### config.mk
export PLATFORM = sky130hd
export DESIGN_NAME = jlsb_link_top
export DESIGN_NICKNAME = d
export VERILOG_FILES = /design/src/core/jlsb_pkg.sv /design/src/core/jlsb_scrambler.sv /design/src/core/jlsb_link_top.sv
export SDC_FILE = /design/constraint.sdc
export NUM_CORES = 1
export LEC_CHECK = 0
export ABC_AREA = 1
export CAP_MARGIN = 20
export CORE_MARGIN = 4
export CORE_UTILIZATION = 35
export CTS_BUF_LIST = sky130_fd_sc_hd__clkbuf_8
export DETAILED_ROUTE_END_ITERATION = 8
export DONT_BUFFER_PORTS = 1
export HOLD_SLACK_MARGIN = 0.03
export PLACE_DENSITY = 0.51
export REMOVE_ABC_BUFFERS = 1
export SETUP_SLACK_MARGIN = 0.4
export SLEW_MARGIN = 15
export SYNTH_ARGS = -nofsm -noshare
export SYNTH_HDL_FRONTEND = slang
export SYNTH_SLANG_ARGS = --single-unit
### constraint.sdc
create_clock -name sys_clk_in -period 6.25 [get_ports sys_clk_in]
set_input_delay 1.25 -clock sys_clk_in [delete_from_list [all_inputs] [get_ports sys_clk_in]]
set_output_delay 1.25 -clock sys_clk_in [all_outputs]
set_load 0.1 [all_outputs]
### src/core/jlsb_pkg.sv
// How it works
// - soft reset command at control register resets device within the wait interval
// - all-ones alignment write forces internal alignment; controller then waits six lmfcs
// - subclass 1 nyquist: sysref sets lmfc, then adjust writes, wait, receiver on
// - harmonic bring-up: power down by pin or power-mode value, both honoured
// - clock divide setting takes effect on the transfer commit write; soft reset reloads the default divide
// - with sysref buffer enable cleared, external sysref is ignored entirely
// - phases cgs, ilas, data; scrambling applied only in data phase
// - code group sync sends only the comma character continuously
// - subclass 1 sysref edge sets lmfc and resets sampling phase
// - ilas starts next clock or next lmfc boundary; exactly four multiframes
// - multiframes one, three, four start with R and end with A
// - multiframe two: R, Q, fourteen config octets, then A at end
// - config octets 0 to 6: did, bid, lid, scr with l-1, f-1, k-1, m-1
// - octets 7 to 13: cs/n-1, subclass/n'-1, version/s-1, hd/cf, reserved, checksum
// - many config parameters are sent as value minus one
// - data phase replaces frame-end octet by previous-match or trigger value rules
// - replacement uses A at multiframe end and F at other frame ends
// - link-disable bit set holds link disabled and in reset
// - clearing link-disable releases link and starts synchronisation
package jlsb_pkg;
  // register offsets
  localparam logic [7:0] ADDR_SOFT_RESET = 8'h00;
  localparam logic [7:0] ADDR_POWER_MODE = 8'h08;
  localparam logic [7:0] ADDR_CLK_DIV = 8'h0b;
  localparam logic [7:0] ADDR_REF_SYNC = 8'h3a;
  localparam logic [7:0] ADDR_LINK_CTRL = 8'h5f;
  localparam logic [7:0] ADDR_ADJ_FIRST = 8'hee;
  localparam logic [7:0] ADDR_ADJ_SECOND = 8'hef;
  localparam logic [7:0] ADDR_ALIGN = 8'hf3;
  localparam logic [7:0] ADDR_COMMIT = 8'hff;
  // command values
  localparam logic [7:0] CMD_SOFT_RESET = 8'h3c;
  localparam logic [7:0] CMD_POWER_DOWN = 8'h05;
  localparam logic [7:0] CMD_COMMIT = 8'h01;
  localparam logic [7:0] CMD_ALIGN = 8'hff;
  // field positions
  localparam int REF_CONT_BIT = 2;
  localparam int REF_BUF_EN_BIT = 0;
  localparam int LINK_DIS_BIT = 0;
  // reset values
  localparam logic [7:0] RST_POWER_MODE = 8'h00;
  localparam logic [7:0] RST_CLK_DIV = 8'h00;
  localparam logic [7:0] RST_REF_SYNC = 8'h01;
  localparam logic [7:0] RST_LINK_CTRL = 8'h00;
  localparam logic [7:0] RST_ADJ = 8'h00;
  // control characters
  localparam logic [7:0] K_COMMA = 8'hbc;
  localparam logic [7:0] K_START_MF = 8'h1c;
  localparam logic [7:0] K_LANE_ALIGN = 8'h7c;
  localparam logic [7:0] K_CFG_MARK = 8'h9c;
  localparam logic [7:0] K_FRAME_ALIGN = 8'hfc;
  // link parameters, true values
  localparam int P_L = 2;
  localparam int P_F = 2;
  localparam int P_K = 32;
  localparam int P_M = 2;
  localparam int P_N = 11;
  localparam int P_NP = 16;
  localparam int P_S = 1;
  localparam int P_JESDV = 1;
  localparam int P_HD = 0;
  localparam int P_CF = 0;
  localparam logic [5:0] MF_LAST_POS = 6'(P_K * P_F - 1);
  localparam logic [7:0] ILAS_LAST_POS = 8'(4 * P_K * P_F - 1);
  localparam logic [5:0] CFG_FIRST_POS = 6'h02;
  localparam logic [5:0] CFG_LAST_POS = 6'h0f;
  // timing
  localparam int CLK_PERIOD_PS = 4000;
  localparam int SOFT_RST_TIME_US = 500;
  localparam int SOFT_RST_CYCLES = (SOFT_RST_TIME_US * 1000000 + CLK_PERIOD_PS - 1) / CLK_PERIOD_PS;

  typedef enum logic [1:0] {PH_OFF, PH_CGS, PH_ILAS, PH_DATA} jlsb_phase_t;

  typedef struct packed {
    logic k;
    logic [7:0] d;
  } jlsb_lane_sym_t;

  typedef jlsb_lane_sym_t [1:0] jlsb_lane_pair_t;

  typedef struct packed {
    logic [7:0] did;
    logic [3:0] bid;
    logic scr_en;
    logic [2:0] subclass;
    logic [1:0] cs;
  } jlsb_link_cfg_t;

  typedef struct packed {
    logic [14:0] hist;
  } jlsb_scr_state_t;
endpackage : jlsb_pkg

### src/core/jlsb_scrambler.sv
`timescale 1ns/10ps
////////////////////////////////////////////////////////////////////////////////
// self-synchronous 1 + x^14 + x^15 scrambler, one octet per clock, msb first
module jlsb_scrambler (
  input wire logic clk_in,
  input wire logic rst_n_in,
  input wire logic adv_in,
  input wire logic [7:0] data_in,
  output logic [7:0] data_out
);
  import jlsb_pkg::*;

  jlsb_scr_state_t s_reg;
  jlsb_scr_state_t s_next;

  always_comb begin
    logic [14:0] h;
    logic b;
    h = s_reg.hist;
    b = 1'b0;
    data_out = 8'h00;
    for (int i = 7; i >= 0; i--) begin
      b = data_in[i] ^ h[13] ^ h[14];
      data_out[i] = b;
      h = {h[13:0], b};
    end
    s_next.hist = adv_in ? h : 15'h0000;
  end

  always_ff @(posedge clk_in or negedge rst_n_in) begin
    if (!rst_n_in) begin
      s_reg <= '0;
    end else begin
      s_reg <= s_next;
    end
  end
endmodule : jlsb_scrambler

### src/core/jlsb_link_top.sv
`timescale 1ns/10ps
////////////////////////////////////////////////////////////////////////////////
// link bring-up registers, cgs/ilas/data sequencer and character replacement
module jlsb_link_top #(
  parameter int SOFT_RST_CYCLES_P = jlsb_pkg::SOFT_RST_CYCLES
) (
  input wire logic sys_clk_in,
  input wire logic arst_n_in,
  input wire logic reg_wr_in,
  input wire logic reg_rd_in,
  input wire logic [7:0] reg_addr_in,
  input wire logic [7:0] reg_wdata_in,
  input wire logic power_down_pin_in,
  input wire logic sysref_in,
  input wire logic sync_n_in,
  input wire logic [15:0] adc_a_in,
  input wire logic [15:0] adc_b_in,
  input wire jlsb_pkg::jlsb_link_cfg_t cfg_in,
  output jlsb_pkg::jlsb_lane_pair_t lane_sym_out,
  output jlsb_pkg::jlsb_phase_t link_phase_out,
  output logic [7:0] reg_rdata_out,
  output logic [7:0] clk_div_active_out,
  output logic powered_down_out,
  output logic soft_reset_busy_out,
  output logic sample_phase_reset_out
);
  import jlsb_pkg::*;

  typedef struct packed {
    jlsb_phase_t phase;
    logic [5:0] lmfc;
    logic [7:0] pos;
    logic [1:0][7:0] prev_last;
    logic [1:0][7:0] lo_hold;
    jlsb_lane_pair_t sym;
    logic [16:0] srst_cnt;
    logic [7:0] pmode;
    logic [7:0] div_stage;
    logic [7:0] div_act;
    logic [7:0] refopt;
    logic [7:0] linkctl;
    logic [7:0] adj1;
    logic [7:0] adj2;
    logic [7:0] rdata;
    logic sysref_d;
    logic phase_rst;
  } jlsb_top_state_t;

  logic rst_meta_reg;
  logic rst_n;
  jlsb_top_state_t s_reg;
  jlsb_top_state_t s_next;
  logic [1:0][7:0] raw_oct;
  logic [1:0][7:0] scr_oct;
  logic scr_adv;
  logic busy;
  logic hold;
  logic sref_edge;
  logic align_wr;

  ////////////////////////////////////////////////////////////////////////////////
  // reset release through two flops
  always_ff @(posedge sys_clk_in or negedge arst_n_in) begin
    if (!arst_n_in) begin
      rst_meta_reg <= 1'b0;
      rst_n <= 1'b0;
    end else begin
      rst_meta_reg <= 1'b1;
      rst_n <= rst_meta_reg;
    end
  end

  ////////////////////////////////////////////////////////////////////////////////
  // configuration octets, l, f, k, m, n, n' and s sent minus one
  function automatic logic [7:0] cfg_octet(input logic [3:0] idx, input logic [4:0] lid,
                                           input jlsb_link_cfg_t c);
    logic [7:0] sum;
    sum = c.did + {4'h0, c.bid} + {3'h0, lid} + {7'h00, c.scr_en} + 8'(P_L - 1)
        + 8'(P_F - 1) + 8'(P_K - 1) + 8'(P_M - 1) + {6'h00, c.cs} + 8'(P_N - 1)
        + {5'h00, c.subclass} + 8'(P_NP - 1) + 8'(P_JESDV) + 8'(P_S - 1)
        + 8'(P_HD) + 8'(P_CF);
    case (idx)
      4'h0: cfg_octet = c.did;
      4'h1: cfg_octet = {4'h0, c.bid};
      4'h2: cfg_octet = {3'h0, lid};
      4'h3: cfg_octet = {c.scr_en, 2'b00, 5'(P_L - 1)};
      4'h4: cfg_octet = 8'(P_F - 1);
      4'h5: cfg_octet = {3'h0, 5'(P_K - 1)};
      4'h6: cfg_octet = 8'(P_M - 1);
      4'h7: cfg_octet = {c.cs, 1'b0, 5'(P_N - 1)};
      4'h8: cfg_octet = {c.subclass, 5'(P_NP - 1)};
      4'h9: cfg_octet = {3'(P_JESDV), 5'(P_S - 1)};
      4'ha: cfg_octet = {1'(P_HD), 2'b00, 5'(P_CF)};
      4'hd: cfg_octet = sum;
      default: cfg_octet = 8'h00;
    endcase
  endfunction : cfg_octet

  ////////////////////////////////////////////////////////////////////////////////
  // per-lane scramblers
  assign scr_adv = (s_reg.phase == PH_DATA) && cfg_in.scr_en;

  for (genvar l = 0; l < 2; l++) begin : g_lane
    assign raw_oct[l] = s_reg.pos[0] ? s_reg.lo_hold[l]
                                     : (l == 0 ? adc_a_in[15:8] : adc_b_in[15:8]);
    jlsb_scrambler u_scr (
      .clk_in(sys_clk_in),
      .rst_n_in(rst_n),
      .adv_in(scr_adv),
      .data_in(raw_oct[l]),
      .data_out(scr_oct[l])
    );
  end

  ////////////////////////////////////////////////////////////////////////////////
  // next state
  assign busy = s_reg.srst_cnt != 17'h00000;
  assign hold = s_reg.linkctl[LINK_DIS_BIT] || busy || powered_down_out;
  assign sref_edge = sysref_in && !s_reg.sysref_d && s_reg.refopt[REF_BUF_EN_BIT]
                     && (cfg_in.subclass != 3'h0);
  assign align_wr = reg_wr_in && !busy && reg_addr_in == ADDR_ALIGN
                    && reg_wdata_in == CMD_ALIGN;

  always_comb begin
    logic [5:0] p6;
    logic [7:0] oct;
    logic mf_end;
    p6 = s_reg.pos[5:0];
    oct = 8'h00;
    mf_end = 1'b0;
    s_next = s_reg;
    s_next.sysref_d = sysref_in;
    s_next.phase_rst = sref_edge;
    s_next.lmfc = (align_wr || sref_edge) ? 6'h00 : s_reg.lmfc + 6'h01;
    if (busy) begin
      s_next.srst_cnt = s_reg.srst_cnt - 17'h00001;
    end
    if (reg_rd_in) begin
      case (reg_addr_in)
        ADDR_SOFT_RESET: s_next.rdata = {7'h00, busy};
        ADDR_POWER_MODE: s_next.rdata = s_reg.pmode;
        ADDR_CLK_DIV: s_next.rdata = s_reg.div_stage;
        ADDR_REF_SYNC: s_next.rdata = s_reg.refopt;
        ADDR_LINK_CTRL: s_next.rdata = s_reg.linkctl;
        ADDR_ADJ_FIRST: s_next.rdata = s_reg.adj1;
        ADDR_ADJ_SECOND: s_next.rdata = s_reg.adj2;
        ADDR_COMMIT: s_next.rdata = s_reg.div_act;
        default: s_next.rdata = 8'h00;
      endcase
    end
    if (reg_wr_in && !busy) begin
      case (reg_addr_in)
        ADDR_SOFT_RESET: begin
          if (reg_wdata_in == CMD_SOFT_RESET) begin
            s_next.srst_cnt = 17'(SOFT_RST_CYCLES_P);
            s_next.pmode = RST_POWER_MODE;
            s_next.div_stage = RST_CLK_DIV;
            s_next.div_act = RST_CLK_DIV;
            s_next.refopt = RST_REF_SYNC;
            s_next.linkctl = RST_LINK_CTRL;
            s_next.adj1 = RST_ADJ;
            s_next.adj2 = RST_ADJ;
          end
        end
        ADDR_POWER_MODE: s_next.pmode = reg_wdata_in;
        ADDR_CLK_DIV: s_next.div_stage = reg_wdata_in;
        ADDR_REF_SYNC: s_next.refopt = reg_wdata_in;
        ADDR_LINK_CTRL: s_next.linkctl = reg_wdata_in;
        ADDR_ADJ_FIRST: s_next.adj1 = reg_wdata_in;
        ADDR_ADJ_SECOND: s_next.adj2 = reg_wdata_in;
        ADDR_COMMIT: begin
          if (reg_wdata_in == CMD_COMMIT) begin
            s_next.div_act = s_reg.div_stage;
          end
        end
        default: ;
      endcase
    end
    // phase sequencing
    if (hold) begin
      s_next.phase = PH_OFF;
      s_next.pos = 8'h00;
    end else begin
      case (s_reg.phase)
        PH_OFF: s_next.phase = PH_CGS;
        PH_CGS: begin
          if (sync_n_in && (cfg_in.subclass == 3'h0 || s_reg.lmfc == MF_LAST_POS)) begin
            s_next.phase = PH_ILAS;
            s_next.pos = 8'h00;
          end
        end
        PH_ILAS: begin
          s_next.pos = s_reg.pos + 8'h01;
          if (!sync_n_in) begin
            s_next.phase = PH_CGS;
          end else if (s_reg.pos == ILAS_LAST_POS) begin
            s_next.phase = PH_DATA;
            s_next.pos = 8'h00;
          end
        end
        PH_DATA: begin
          s_next.pos = {2'b00, p6 + 6'h01};
          if (!sync_n_in) begin
            s_next.phase = PH_CGS;
          end
        end
        default: s_next.phase = PH_OFF;
      endcase
    end
    // lane symbols
    for (int l = 0; l < 2; l++) begin
      case (s_reg.phase)
        PH_CGS: s_next.sym[l] = '{k: 1'b1, d: K_COMMA};
        PH_ILAS: begin
          if (p6 == 6'h00) begin
            s_next.sym[l] = '{k: 1'b1, d: K_START_MF};
          end else if (p6 == MF_LAST_POS) begin
            s_next.sym[l] = '{k: 1'b1, d: K_LANE_ALIGN};
          end else if (s_reg.pos[7:6] == 2'b01 && p6 == 6'h01) begin
            s_next.sym[l] = '{k: 1'b1, d: K_CFG_MARK};
          end else if (s_reg.pos[7:6] == 2'b01 && p6 >= CFG_FIRST_POS && p6 <= CFG_LAST_POS) begin
            s_next.sym[l] = '{k: 1'b0,
                              d: cfg_octet(4'(p6 - CFG_FIRST_POS), 5'(l), cfg_in)};
          end else begin
            s_next.sym[l] = '{k: 1'b0, d: {2'b00, p6}};
          end
        end
        PH_DATA: begin
          oct = cfg_in.scr_en ? scr_oct[l] : raw_oct[l];
          mf_end = p6 == MF_LAST_POS;
          s_next.sym[l] = '{k: 1'b0, d: oct};
          if (!s_reg.pos[0]) begin
            s_next.lo_hold[l] = (l == 0) ? adc_a_in[7:0] : adc_b_in[7:0];
          end else begin
            s_next.prev_last[l] = oct;
            if (cfg_in.scr_en) begin
              if ((mf_end && oct == K_LANE_ALIGN) || (!mf_end && oct == K_FRAME_ALIGN)) begin
                s_next.sym[l].k = 1'b1;
              end
            end else if (oct == s_reg.prev_last[l]) begin
              s_next.sym[l] = '{k: 1'b1,
                                d: mf_end ? K_LANE_ALIGN : K_FRAME_ALIGN};
            end
          end
        end
        default: s_next.sym[l] = '{k: 1'b0, d: 8'h00};
      endcase
    end
  end

  always_ff @(posedge sys_clk_in or negedge rst_n) begin
    if (!rst_n) begin
      s_reg <= '{phase: PH_OFF, pmode: RST_POWER_MODE, div_stage: RST_CLK_DIV,
                 div_act: RST_CLK_DIV, refopt: RST_REF_SYNC, linkctl: RST_LINK_CTRL,
                 adj1: RST_ADJ, adj2: RST_ADJ, default: '0};
    end else begin
      s_reg <= s_next;
    end
  end

  assign lane_sym_out = s_reg.sym;
  assign link_phase_out = s_reg.phase;
  assign reg_rdata_out = s_reg.rdata;
  assign clk_div_active_out = s_reg.div_act;
  assign powered_down_out = power_down_pin_in || s_reg.pmode == CMD_POWER_DOWN;
  assign soft_reset_busy_out = busy;
  assign sample_phase_reset_out = s_reg.phase_rst;
endmodule : jlsb_link_top

# Word level (Yosys, flattened, before mapping)
# Cells that the tools add are included.
dict set report word_totals {
  output_inout_bits 39
  elab_cells 236
  ff_bits 181
  in_bits 73
}
dict set report classes {
  reduce_logical 53
  n_mux 54
  bitwise 33
  n_eq_ne 41
  n_addsub 27
  magnitude_cmp 2
}
# operator n
set ops {}
lappend ops {{2-to-1 mux 73 bit} 2}
lappend ops {{case mux 8 bit (9 select lines)} 2}
lappend ops {{2-to-1 mux 8 bit} 14}
lappend ops {{case mux 8 bit (2 select lines)} 7}
lappend ops {{2-to-1 mux 9 bit} 10}
lappend ops {{adder 8 x 1 -> 8 bit (second input constant)} 10}
lappend ops {{== test 8 bit (second input constant)} 8}
lappend ops {{case mux 8 bit (8 select lines)} 1}
lappend ops {{case mux 9 bit (3 select lines)} 2}
lappend ops {{2-to-1 mux 17 bit} 2}
lappend ops {{adder 8 x 4 -> 8 bit (second input constant)} 4}
lappend ops {{bitwise XOR 1 bit} 32}
lappend ops {{2-to-1 mux 15 bit} 2}
lappend ops {{== test 8 x 7 -> 1 bit (second input constant)} 3}
lappend ops {{case mux 8 bit (3 select lines)} 1}
lappend ops {{AND reduction 3 bit} 7}
lappend ops {{nonzero test 17 bit} 1}
lappend ops {{subtractor 17 x 1 -> 17 bit (second input constant)} 1}
lappend ops {{adder 8 x 1 -> 8 bit} 2}
lappend ops {{adder 8 x 2 -> 8 bit} 2}
lappend ops {{adder 8 x 3 -> 8 bit} 2}
lappend ops {{adder 8 x 5 -> 8 bit (second input constant)} 2}
lappend ops {{== test 4 x 3 -> 1 bit (second input constant)} 4}
lappend ops {{== test 8 x 4 -> 1 bit (second input constant)} 2}
lappend ops {{other kinds (39)} 87}

# Logic depth before layout (Yosys ltp)
dict set report depth {
  ltp_word 18
  ltp_mapped 21
  mapped_depth_nobuf 21
}

# Hierarchy
# A second synthesis with hierarchy kept.
dict set report unflattened {
  hier_cells 1534
  hier_area_um2 11210.8
}
# module area_each_um2 seq_area_each_um2 cells_each instances
set modules_own_cells {}
lappend modules_own_cells {jlsb_link_top 9654.3 3779.9 1310 1}
lappend modules_own_cells {jlsb_scrambler 778.2 375.4 112 2}

# Worst setup path before layout
# No wires, ideal clock.
dict set report synth_timing {
  kind {input to register}
  startpoint {input cfg_in[6] (netlist bit)}
  endpoint {register s_reg (netlist bit lane_sym_out[15])}
  required_time_ps 6172
  setup_time_ps 78
  path_stages 14
  arrival_ps 3904
  setup_slack_ps 2268
  n_path_buf 0
  cell_sequence {ha_1 > fa_1 > fa_1 > inv_1 > fa_1 > inv_1 > nand2_1 > o311ai_0 > nor2_1 > o21ai_0 > nand2_1 > nand2_1 > nand2_1 > a21oi_1}
}
# element line_no
set synth_rtl {}
lappend synth_rtl {{from (decl)} jlsb_link_top.sv:18} ;# input wire jlsb_pkg::jlsb_link_cfg_t cfg_in,
lappend synth_rtl {{to (signal assigned)} jlsb_link_top.sv:253} ;# s_reg <= '{phase: PH_OFF, pmode: RST_POWER_MODE, div_stage: RST_CLK_DIV,
lappend synth_rtl {{to (signal assigned)} jlsb_link_top.sv:257} ;# s_reg <= s_next;
lappend synth_rtl {{to (decl)} jlsb_link_top.sv:51} ;# jlsb_top_state_t s_reg;

==> results.sh <==
export IMPL_status="finished clean"
export IMPL_setup_ws_ps=2536
export IMPL_hold_viol=0
export IMPL_ys_seq_elements=181
export IMPL_p_per_area_mw_per_mm2=190.0
export IMPL_drt_wl_total_microns=32760
export IMPL_relSlewSlack=0.2393
export IMPL_synth_ff_type="dfrtp_1"
export IMPL_setup_viol=0
export IMPL_rsz0062_at_grt="no"
export IMPL_drtPass1Iterations=5
export IMPL_antenna_found_initial=0
export IMPL_ant_nets=0
export IMPL_cts_tree="done"
export IMPL_core_area_sq_mm=0.03254
export IMPL_die_area_sq_mm=0.03602
export IMPL_worstSetupPathType="input port to flop"
export IMPL_io_buffers=0
export IMPL_post_cts_setup_buffers=0
export IMPL_wl_per_cell_microns=16.21
export IMPL_cp_slowest_stage_delay_ps=610
export IMPL_antenna_cells=0
export IMPL_place_ws_ps=2023
export IMPL_arrival_ps=4140
export IMPL_met3_length_microns=1489
export IMPL_end_kind="flop"
export IMPL_initial_core_util=0.3555
export IMPL_clock_sinks=181
export IMPL_avgSynthCellArea_sq_um=7.207
export IMPL_setup_tns_final_ps=0
export IMPL_clock_skew_ps=23.17
export IMPL_crit_required_ps=6680
export IMPL_ir_drop_uv=176.8
export IMPL_wl_met2_microns=15540
export IMPL_die_w_microns=189.8
export IMPL_grtUsageTotal=0.1849
export IMPL_post_route_min_period_ps=3714
export IMPL_via_count=10016
export IMPL_clkTransAtPathRegs_ps=110
export IMPL_worstSkewPairLatency_ps=500
export IMPL_cts_resized=0
export IMPL_place_congestion=0.8891
export IMPL_slowest_stage="fa_1"
export IMPL_ys_seq_area_frac=0.3917
export IMPL_grt_pass1_wl_microns=52900
export IMPL_max_cap_viol_count=0
export IMPL_ys_types=61
export IMPL_syn_instance_count=1605
export IMPL_drive_gt1_frac=0.08233
export IMPL_ys_async_sr_fraction=1.000
export IMPL_finalMaxSlewViolations=0
export IMPL_crit_path_max_fanout=4
export IMPL_final_util=0.3724
export IMPL_overflow=0
export IMPL_power_leakage_nw=6.024
export IMPL_drt_initial_drc_count=701
export IMPL_fmax_mhz=269.3
export IMPL_layout_commonest_cell="nand2_1"
export IMPL_largest_reg_flops=112
export IMPL_worstMarginPinSlew_ps=1138
export IMPL_crit_chain="ha_1, fa_1, fa_1, inv_1, fa_1, inv_1, nand2_1, o311ai_0, nor2_1, o21ai_0, nand2_1, nand2_1, nand2_1, a21oi_1"
export IMPL_htree_levels=4
export IMPL_placed_cells=1988
export IMPL_final_cells=2021
export IMPL_synth_edf_count=0
export IMPL_cts_buffers=17
export IMPL_grt_pass1_vias=9872
export IMPL_grt_max_degree=67
export IMPL_fin_crit_sh=0.5942
export IMPL_top_layer_used="met4"
export IMPL_clockRootBuffer="clkbuf_8"
export IMPL_hold_class="flop to flop"
export IMPL_met1_length_microns=15030
export IMPL_row_count=66
export IMPL_ioPinCount=112
export IMPL_area_growth_pct=4.748
export IMPL_hold_buffers=0
export IMPL_layout_nets=1672
export IMPL_mappedNetlistArea_sq_mm=0.01157
export IMPL_fin_total_pwr_mw=2.303
export IMPL_cts_path_max_buffers=2
export IMPL_vias_per_cell=4.956
export IMPL_drc=0
export IMPL_die_y_microns=189.8
export IMPL_final_cell_mix="592 x nand2_1, 185 x inv_1, 179 x dfrtp_1"
export IMPL_yosysWarnings=0
export IMPL_cpMostUsedCell="nand2_1"
export IMPL_hpwl_microns=24280
export IMPL_start_kind="input port"
where the power goes:
| part | internal (mW) | switching, mW |
|---|---|---|
| registers | 1.19 | 0.0177 |
| logic | 0.0935 | 0.192 |
| clock network | 0.300 | 0.511 |
through the flow:
step	cell area, sq um	hold WS (ps)
after floorplan	11100	331.2
after global placement	11710	333.0
after detailed placement	11720	340.3
after CTS	12110	367.1
after global routing	12120	369.8
final	12120	364.9
metal layers:
metal / GRT usage / up-vias
met5: 0 / -
met4: 0.05648 / 0
met3: 0.03450 / 38
met2: 0.3061 / 185
met1: 0.2475 / 4781
li1: - / 5012
worst max-delay path, delay by kind of cell:
family / cells / cell delay, ps
simple gates: 5 / 300
buf+inv: 2 / 160
fa+ha+maj: 4 / 1740
compound gates: 3 / 680
cell type report:
cell class,count,area [sq um]
fillers,3494,20420
multi-input cells,1159,5822
repair buffers,9,65.06
clock inverters,15,160.2
clock buffers,17,234.0
flip-flops and latches,181,4534
well taps,442,553.0
inverters,198,748.2
path summary, 6_finish.rpt:
| kind | start | endpoint | slack (ps) | cells after the start |
|---|---|---|---|---|
| hold / removal | rst_meta_reg | rst_n | 360 | 0 |
| setup / recovery | cfg_in[6] | lane_sym_out[15] | 2540 | 14 |
| hold reg to reg | rst_meta_reg | rst_n | 360 | 0 |
| setup reg to reg | link_phase_out[0] | s_reg[110] | 2630 | 8 |
| max in group asynchronous | rst_n | g_lane[1].u_scr.s_reg[5] | 4360 | 1 |
| min in group asynchronous | rst_n | s_reg[135] | 420 | 0 |
logic make-up (layout without fill, tap and decap cells):
group / Yosys count / count (layout) / share of synthesized area
AO/OA/AOI/OAI: 218 / 218 / 0.1117
other: 1 / 1 / 0.0003242
AND/OR/NAND/NOR: 888 / 888 / 0.3363
adder cells (fa/ha/maj): 33 / 33 / 0.03959
multiplexers: 2 / 2 / 0.002271
buffers and inverters: 265 / 239 / 0.1052
flip-flops: 181 / 181 / 0.3917
XOR/XNOR: 17 / 17 / 0.01287
cell usage after synthesis (5+ instances only):
master,n,share of area
o21ai_0,107,0.046
nor2_2,5,0.0027
dfrtp_1,180,0.39
nand4_1,24,0.013
nand3_1,97,0.042
o21ai_2,13,0.0098
nor3_1,16,0.0069
nor2_4,8,0.0078
fa_1,6,0.010
clkbuf_1,15,0.0049
nand2_1,592,0.19
ha_1,27,0.029
a31oi_1,5,0.0027
buf_6,7,0.0068
xor2_1,14,0.011
nand3_2,5,0.0043
o21ai_1,20,0.0087
nand2_2,24,0.013
inv_2,7,0.0023
inv_1,185,0.060
buf_4,38,0.025
a221oi_1,5,0.0038
buf_2,5,0.0022
nor4_1,7,0.0038
nor2_1,92,0.030
a21oi_1,32,0.014
clkinv_1,5,0.0016
Power figures use the tool's default switching activity.
